[src/hdl/ebarb_map.svh]
// How it works
// - Reset deasserts request, returns to slave
// - Stop/wait: hold bit keeps request, else deassert
// - Request follows external bus need
// - Hold bit forces request asserted
// - Only external accesses or the hold bit raise request
// - Wait busy high after grant, then master
// - Grant removed: release at cycle end
// - Master may park holding busy asserted
// - Busy released by brief high drive
// - Busy line driven synchronous to clock
// - Column strobe driven when master or mastership enable bit set, else tri-state
// - Bus clock toggles only master with trace
// - Bus clock runs at half the clock rate, toggling on rising edges
// - Inverted bus clock driven while master, complements only with trace
`ifndef EBARB_MAP_SVH
`define EBARB_MAP_SVH
`define EBARB_PULLUP_CYCLES 2'h1
`define EBARB_ASSERTED_N 1'b0
`define EBARB_DEASSERTED_N 1'b1
`endif

[src/hdl/ebarb_pkg.sv]
package ebarb_pkg;
    typedef enum logic [1:0] {
        ebarb_slave,
        ebarb_pending,
        ebarb_master,
        ebarb_release
    } ebarb_state_type;
    typedef struct packed {
        logic ext_need;
        logic cycle_end;
        logic request_hold_bit;
        logic mastership_enable_bit;
        logic address_trace_enable;
        logic low_power;
        logic cas_drive;
    } ebarb_ctrl_type;
    typedef struct packed {
        logic value;
        logic oe;
    } ebarb_pin_type;
endpackage

[src/hdl/ebarb_clkgen.sv]
`include "ebarb_map.svh"
// Half-rate bus clock: toggles on each rising edge of the core clock while enabled
module ebarb_clkgen
(
    // Clock and reset
    input wire logic sys_clk_in,
    input wire logic rst_n_in,
    // Control
    input wire logic enable_in,
    // Output
    output logic bclk_out
);
    import ebarb_pkg::*;
    logic phase;
    logic next_phase;
    always_comb
    begin
        next_phase = enable_in ? ~phase : 1'b0;
    end
    always_ff @(posedge sys_clk_in or negedge rst_n_in)
    begin
        if (!rst_n_in)
            phase <= 1'b0;
        else
            phase <= next_phase;
    end
    assign bclk_out = phase;
endmodule // ebarb_clkgen

[src/hdl/ebarb_top.sv]
`include "ebarb_map.svh"
module ebarb_top
(
    // Clock and reset
    input wire logic sys_clk_in,
    input wire logic reset_n_in,
    // Core side control
    input wire ebarb_pkg::ebarb_ctrl_type ctrl_in,
    // Arbitration pins
    input wire logic bus_grant_n_in,
    input wire logic bus_busy_n_in,
    output logic bus_request_n_out,
    output logic bus_busy_n_out,
    output logic bus_busy_n_oe_out,
    // Strobes, bus clocks and master status
    output ebarb_pkg::ebarb_pin_type cas_n_out,
    output ebarb_pkg::ebarb_pin_type bclk_out,
    output ebarb_pkg::ebarb_pin_type bclk_n_out,
    output logic master_out
);
    import ebarb_pkg::*;
    logic rst_meta;
    logic rst_n;
    always_ff @(posedge sys_clk_in or negedge reset_n_in)
    begin
        if (!reset_n_in)
        begin
            rst_meta <= 1'b0;
            rst_n <= 1'b0;
        end
        else
        begin
            rst_meta <= 1'b1;
            rst_n <= rst_meta;
        end
    end

    ebarb_state_type state;
    ebarb_state_type next_state;
    logic req_n;
    logic next_req_n;
    logic busy_n;
    logic next_busy_n;
    logic busy_oe;
    logic next_busy_oe;
    logic [1:0] pull_cnt;
    logic [1:0] next_pull_cnt;
    ebarb_pin_type cas_q;
    ebarb_pin_type next_cas;
    ebarb_pin_type bclk_q;
    ebarb_pin_type next_bclk;
    ebarb_pin_type bclkn_q;
    ebarb_pin_type next_bclkn;
    logic master;
    logic next_master;
    logic clk_phase;
    logic trace_on;

    assign trace_on = (state == ebarb_master) && ctrl_in.address_trace_enable
        && !ctrl_in.low_power;

    ebarb_clkgen u_clkgen
    (
        .sys_clk_in(sys_clk_in),
        .rst_n_in(rst_n),
        .enable_in(trace_on),
        .bclk_out(clk_phase)
    );

    always_comb
    begin
        next_state = state;
        next_busy_n = busy_n;
        next_busy_oe = busy_oe;
        next_pull_cnt = pull_cnt;
        if (ctrl_in.low_power)
        begin
            next_req_n = ctrl_in.request_hold_bit ? req_n : `EBARB_DEASSERTED_N;
        end
        else if (ctrl_in.ext_need || ctrl_in.request_hold_bit)
            next_req_n = `EBARB_ASSERTED_N;
        else
            next_req_n = `EBARB_DEASSERTED_N;
        unique case (state)
            ebarb_slave:
            begin
                next_busy_oe = 1'b0;
                next_busy_n = `EBARB_DEASSERTED_N;
                if (!ctrl_in.low_power && bus_grant_n_in == `EBARB_ASSERTED_N)
                    next_state = ebarb_pending;
            end
            ebarb_pending:
            begin
                if (ctrl_in.low_power || bus_grant_n_in != `EBARB_ASSERTED_N)
                    next_state = ebarb_slave;
                else if (bus_busy_n_in == `EBARB_DEASSERTED_N)
                begin
                    next_state = ebarb_master;
                    next_busy_oe = 1'b1;
                    next_busy_n = `EBARB_ASSERTED_N;
                end
            end
            ebarb_master:
            begin
                // Parked: busy held while grant stays and low power is off, need or not
                if (ctrl_in.low_power
                    || (bus_grant_n_in != `EBARB_ASSERTED_N && ctrl_in.cycle_end))
                begin
                    next_state = ebarb_release;
                    next_busy_n = `EBARB_DEASSERTED_N;
                    next_pull_cnt = `EBARB_PULLUP_CYCLES;
                end
            end
            ebarb_release:
            begin
                if (pull_cnt == 2'h1)
                begin
                    next_busy_oe = 1'b0;
                    next_state = ebarb_slave;
                end
                next_pull_cnt = pull_cnt - 2'h1;
            end
        endcase
        next_master = (next_state == ebarb_master);
        next_cas.oe = next_master || ctrl_in.mastership_enable_bit;
        next_cas.value = next_master ? !ctrl_in.cas_drive : `EBARB_DEASSERTED_N;
        next_bclk.oe = trace_on;
        next_bclk.value = trace_on ? clk_phase : 1'b0;
        next_bclkn.oe = master;
        next_bclkn.value = trace_on ? !clk_phase : 1'b1;
    end

    always_ff @(posedge sys_clk_in or negedge rst_n)
    begin
        if (!rst_n)
        begin
            state <= ebarb_slave;
            req_n <= `EBARB_DEASSERTED_N;
            busy_n <= `EBARB_DEASSERTED_N;
            busy_oe <= 1'b0;
            pull_cnt <= 2'h0;
            cas_q <= '{value: 1'b1, oe: 1'b0};
            bclk_q <= '{value: 1'b0, oe: 1'b0};
            bclkn_q <= '{value: 1'b1, oe: 1'b0};
            master <= 1'b0;
        end
        else
        begin
            state <= next_state;
            req_n <= next_req_n;
            busy_n <= next_busy_n;
            busy_oe <= next_busy_oe;
            pull_cnt <= next_pull_cnt;
            cas_q <= next_cas;
            bclk_q <= next_bclk;
            bclkn_q <= next_bclkn;
            master <= next_master;
        end
    end

    assign bus_request_n_out = req_n;
    assign bus_busy_n_out = busy_n;
    assign bus_busy_n_oe_out = busy_oe;
    assign cas_n_out = cas_q;
    assign bclk_out = bclk_q;
    assign bclk_n_out = bclkn_q;
    assign master_out = master;
endmodule // ebarb_top

[config.mk]
export PLATFORM = sky130hd
export DESIGN_NAME = ebarb_top
export DESIGN_NICKNAME = d
export VERILOG_FILES = /design/src/hdl/ebarb_pkg.sv /design/src/hdl/ebarb_clkgen.sv /design/src/hdl/ebarb_top.sv
export VERILOG_INCLUDE_DIRS = /design/src /design/src/hdl
export SDC_FILE = /design/constraint.sdc
export NUM_CORES = 1
export LEC_CHECK = 0
export BUFFER_PORTS_ARGS = -buffer_cell sky130_fd_sc_hd__buf_2
export CAP_MARGIN = 25
export CORE_UTILIZATION = 51
export DETAILED_ROUTE_END_ITERATION = 8
export PLACE_DENSITY_LB_ADDON = 0.2
export SYNTH_ARGS = -nofsm -noshare
export SYNTH_HDL_FRONTEND = slang
export SYNTH_HIERARCHICAL = 1
export SYNTH_SLANG_ARGS = --single-unit
[constraint.sdc]
create_clock -name sys_clk_in -period 1.8 [get_ports sys_clk_in]
set_input_delay 0.36 -clock sys_clk_in [delete_from_list [all_inputs] [get_ports sys_clk_in]]
set_output_delay 0.36 -clock sys_clk_in [all_outputs]
set_load 0.005 [all_outputs]
Word level (Yosys, flattened, before mapping). Index checks and enable logic that the tools add are counted. W data, S select, Z words.

Register bits after elaboration: 17. Bits of input ports: 11. Output and inout bits: 10.

Add/subtract/negate cells: 1. Equality and inequality tests: 10. Bitwise gates (word level): 2. Mux-type cells: 23. Reduce and logical (&&, ||, !) cells: 18.

Operators by type and width (number): $mux W1 (13); $mux W2 (6); $ne A2 B2 Y1 const B (4); $pmux W2 S4 (1); $reduce_and A4 Y1 (2); $eq A2 B2 Y1 const B (3); $pmux W1 S3 (2); $reduce_bool A3 Y1 (2); $eq A2 B1 Y1 const B (2); $logic_and A1 B1 Y1 (4); $logic_or A1 B1 Y1 (4); $pmux W2 S2 (1); $logic_not A1 Y1 (3); $logic_not A2 Y1 (1); $ne A2 B1 Y1 const B (1); $not A1 Y1 (2); $reduce_and A2 Y1 (1); $reduce_bool A2 Y1 (1); $sub A2 B1 Y2 const B (1).

Longest topological paths before layout.
Word-level depth: 6. Gate-level depth with buffers: 5. Depth with buffers taken out: 5.

By module. The synthesis kept the hierarchy.

Modules (own cells, without submodules): ebarb_top (area each 661.9 µm², instances 1, sequential area each 405.4 µm², cells each 53); ebarb_clkgen (area each 38.8 µm², instances 1, sequential area each 25.0 µm², cells each 2).

Least setup slack after synthesis. No wires, ideal clock.

Path kind: register to register. Start: reg state[1]. End: reg cas_q (netlist bit cas_n_out[0]). Setup slack: 0.757 ns. Arrival time: 0.925 ns. Buffers on the path: 1. Period minus slack after synthesis: 1.043 ns. Stages on the path, launching flop included: 5. Path through: dfrtp_1 > buf_6 > nor2_2 > a32o_2 > a21o_1.

RTL lines: start, declared (RTL line ebarb_top.sv:38) `ebarb_state_type state;`; start signal, assigned (RTL line ebarb_top.sv:137) `state <= ebarb_slave;`; start signal, assigned (RTL line ebarb_top.sv:149) `state <= next_state;`; end signal, assigned (RTL line ebarb_top.sv:142) `cas_q <= '{value: 1'b1, oe: 1'b0};`; end signal, assigned (RTL line ebarb_top.sv:154) `cas_q <= next_cas;`; end, declared (RTL line ebarb_top.sv:48) `ebarb_pin_type cas_q;`.

==> impl_metrics.ini <==
[floorplanning]
dieArea_um2 = 1530
initial_utilization_pct = 59.1
num_io_pins = 21
rows = 12
die_width_um = 39.1
core_um2 = 1190
die_h_um = 39.1

[setup_path]
endpoint_kind = flop
cp-startpoint = state[1]
r2r-start = state[1]
cp.required_ps = 2020
critical_path_class = flop to flop
cp-start-kind = flop
worstPathMaxFanout = 11
arrival_ps = 1520

[clock_network]
cts_resized = 0
path_clk_slew_ps = 90
worstSkewPairLatency_ps = 280
cts_root_buf = clkbuf_4
cts_tree = built
cts_made_buffers = 3
post_cts_buffers = 0
clkSinkCount = 17
h-tree-depth = 1
cts_hold_buf = 1
cts_buffer_depth = 2

[finish]
fillCellCount = 95
diodes = 0
syn2layout_area_growth_pct = 18.8
fin_cells = 92
nets = 91
fin_util_pct = 70.1
fin_area_um2 = 832
drive_above_1_share_pct = 41.0

[logic_synthesis]
syn_nets = 67
synthCells = 55
synth_warnings = 6
seq_area_frac_synth_pct = 61.4
syn_area_um2 = 701
yosys_register_bits = 17
synth_top_area_share_pct = 46.4
syn_area_per_cell_um2 = 12.7
synth_area_leader_cell = dfrtp_1
ys_types = 24
synthTopCellsByArea = dfrtp_1 (46%), dfstp_2 (15%), a21oi_1 (4.3%)

[timing]
finalCritPeriodShare_pct = 72.2
rsz0062_at_grt = no
hold_violations = 0
setup_viol = 0
tns_ps = 0
period_minus_slack_ps = 1300
tightest_slew_ps = 573
slew_headroom_pct = 61.8
max_freq_ghz = 0.770
slew_violations = 0
whs_ps = 214
skew_ps = 5.78

[drt]
drt-pass1-iter-count = 4
routed-via-count = 476
route.detailed.drc = 0
wl_um = 1150
vias_per_cell = 5.17
drt.antenna.violating_nets = 0
initialDrtViolationCount = 3
wl_per_cell_um = 12.5

[placed_design]
dp.cells = 87
routabilityCongestion = 0.767
detailed_place_hpwl_um = 860
numPortBuffers = 20
place_area_um2 = 796

[job]
maxCapViolations = 0

[global_routing]
grt_start_max_net_pins = 16
grt_pass1_wl_um = 1910
grt.total_usage_pct = 20.1
overflow = 0
grt_antenna_before_repair = 0
first_global_vias = 452

[power_and_ir_drop]
power_density_nw_per_um2 = 1190
cellLeakagePower_nw = 0.414
ir_drop_uv = 667

[hold_path]
min_from = ctrl_in[6]
hp-class = input pin to flop

[status]
outcome = complete, no violations
area by class of cell:
type	count	area, um2	area share [%]
multi-input combinational	32	233	28.0
tap	14	17.5	2.11
inverter	4	15.0	1.80
clock buffer	4	26.3	3.16
timing repair buffer	21	110	13.2
sequential	17	430	51.7
power by group:
group	leakage, nW	switching, W	internal (W)
Clock	0.0150	0.000107	0.0000860
Sequential	0.208	0.000100	0.000460
Combinational	0.191	0.000109	0.000124
Yosys cell counts, drive strengths merged:
master   number
a32o          2
nor2b         1
nor3b         1
and2          3
conb          1
a2111oi       1
a211o         1
nor4b         1
a21bo         1
dfrtp        13
nor2          1
o22ai         2
nand2         4
dfstp         4
nand3         1
nand2b        1
a21oi         6
inv           4
o21ai         2
a21o          1
buf           2
a31oi         1
ha            1
final timing paths:
check,end,slack (ps),cells past startpoint
worst max register to register,u_clkgen/bclk_out,500,3
worst min register to register,state[1],230,0
min in group asynchronous,state[1],230,0
worst max-delay path,u_clkgen/bclk_out,500,3
max in group asynchronous,bclk_out[1],1190,0
worst min-delay path,bus_request_n_out,210,2
registers in the layout (all words and copies together), names as in the netlist, 2 cells and up:
signal / flops
bclk_out: 2
pull_cnt: 2
state: 2
cas_n_out: 2
bclk_n_out: 2
stage by stage:
step                      setup WS [ps]  total power (W)
after floorplan                     757         0.000759
after global placement              574         0.000790
after detailed placement            526         0.000800
after CTS                           490         0.000997
after global routing                395          0.00106
final                               501         0.000987
cells by family after synthesis:
logic type,after synthesis,synth area share [%]
simple gates,13,14.5
fa+ha+maj,1,1.79
other cells,1,0.535
buf+inv,6,5.36
flops,17,61.4
compound gates,17,16.4
cell usage in the layout, fill, tap and decap left out, drive strengths merged:
cell	synthesis	layout
buf	2	20
nor2b	1	1
inv	4	4
a31oi	1	1
nand2b	1	1
o21ai	2	2
a2111oi	1	1
a21o	1	1
dfstp	4	4
clkbuf	0	4
nor4b	1	1
nand3	1	1
a32o	2	2
nor2	1	1
nand2	4	4
ha	1	1
o22ai	2	2
a211o	1	1
conb	1	1
nor3b	1	1
a21oi	6	6
and2	3	3
dfrtp	13	13
a21bo	1	1
dlygate4sd3	0	1
worst max-delay path, cell delays in order (launching register included):
cell	delay (ps)
dfrtp_1	540
inv_1	150
nor4b_4	350
nor2b_4	190
routing by layer:
metal / vias up / track usage, % / wire [um]
li1: 235 / - / -
met1: 221 / 24.0 / 507
met2: 18 / 31.7 / 566
met3: 2 / 6.94 / 68
met4: 0 / 10.3 / 5
met5: - / 0 / 0
No activity file was read; power rests on OpenSTA's default activity.
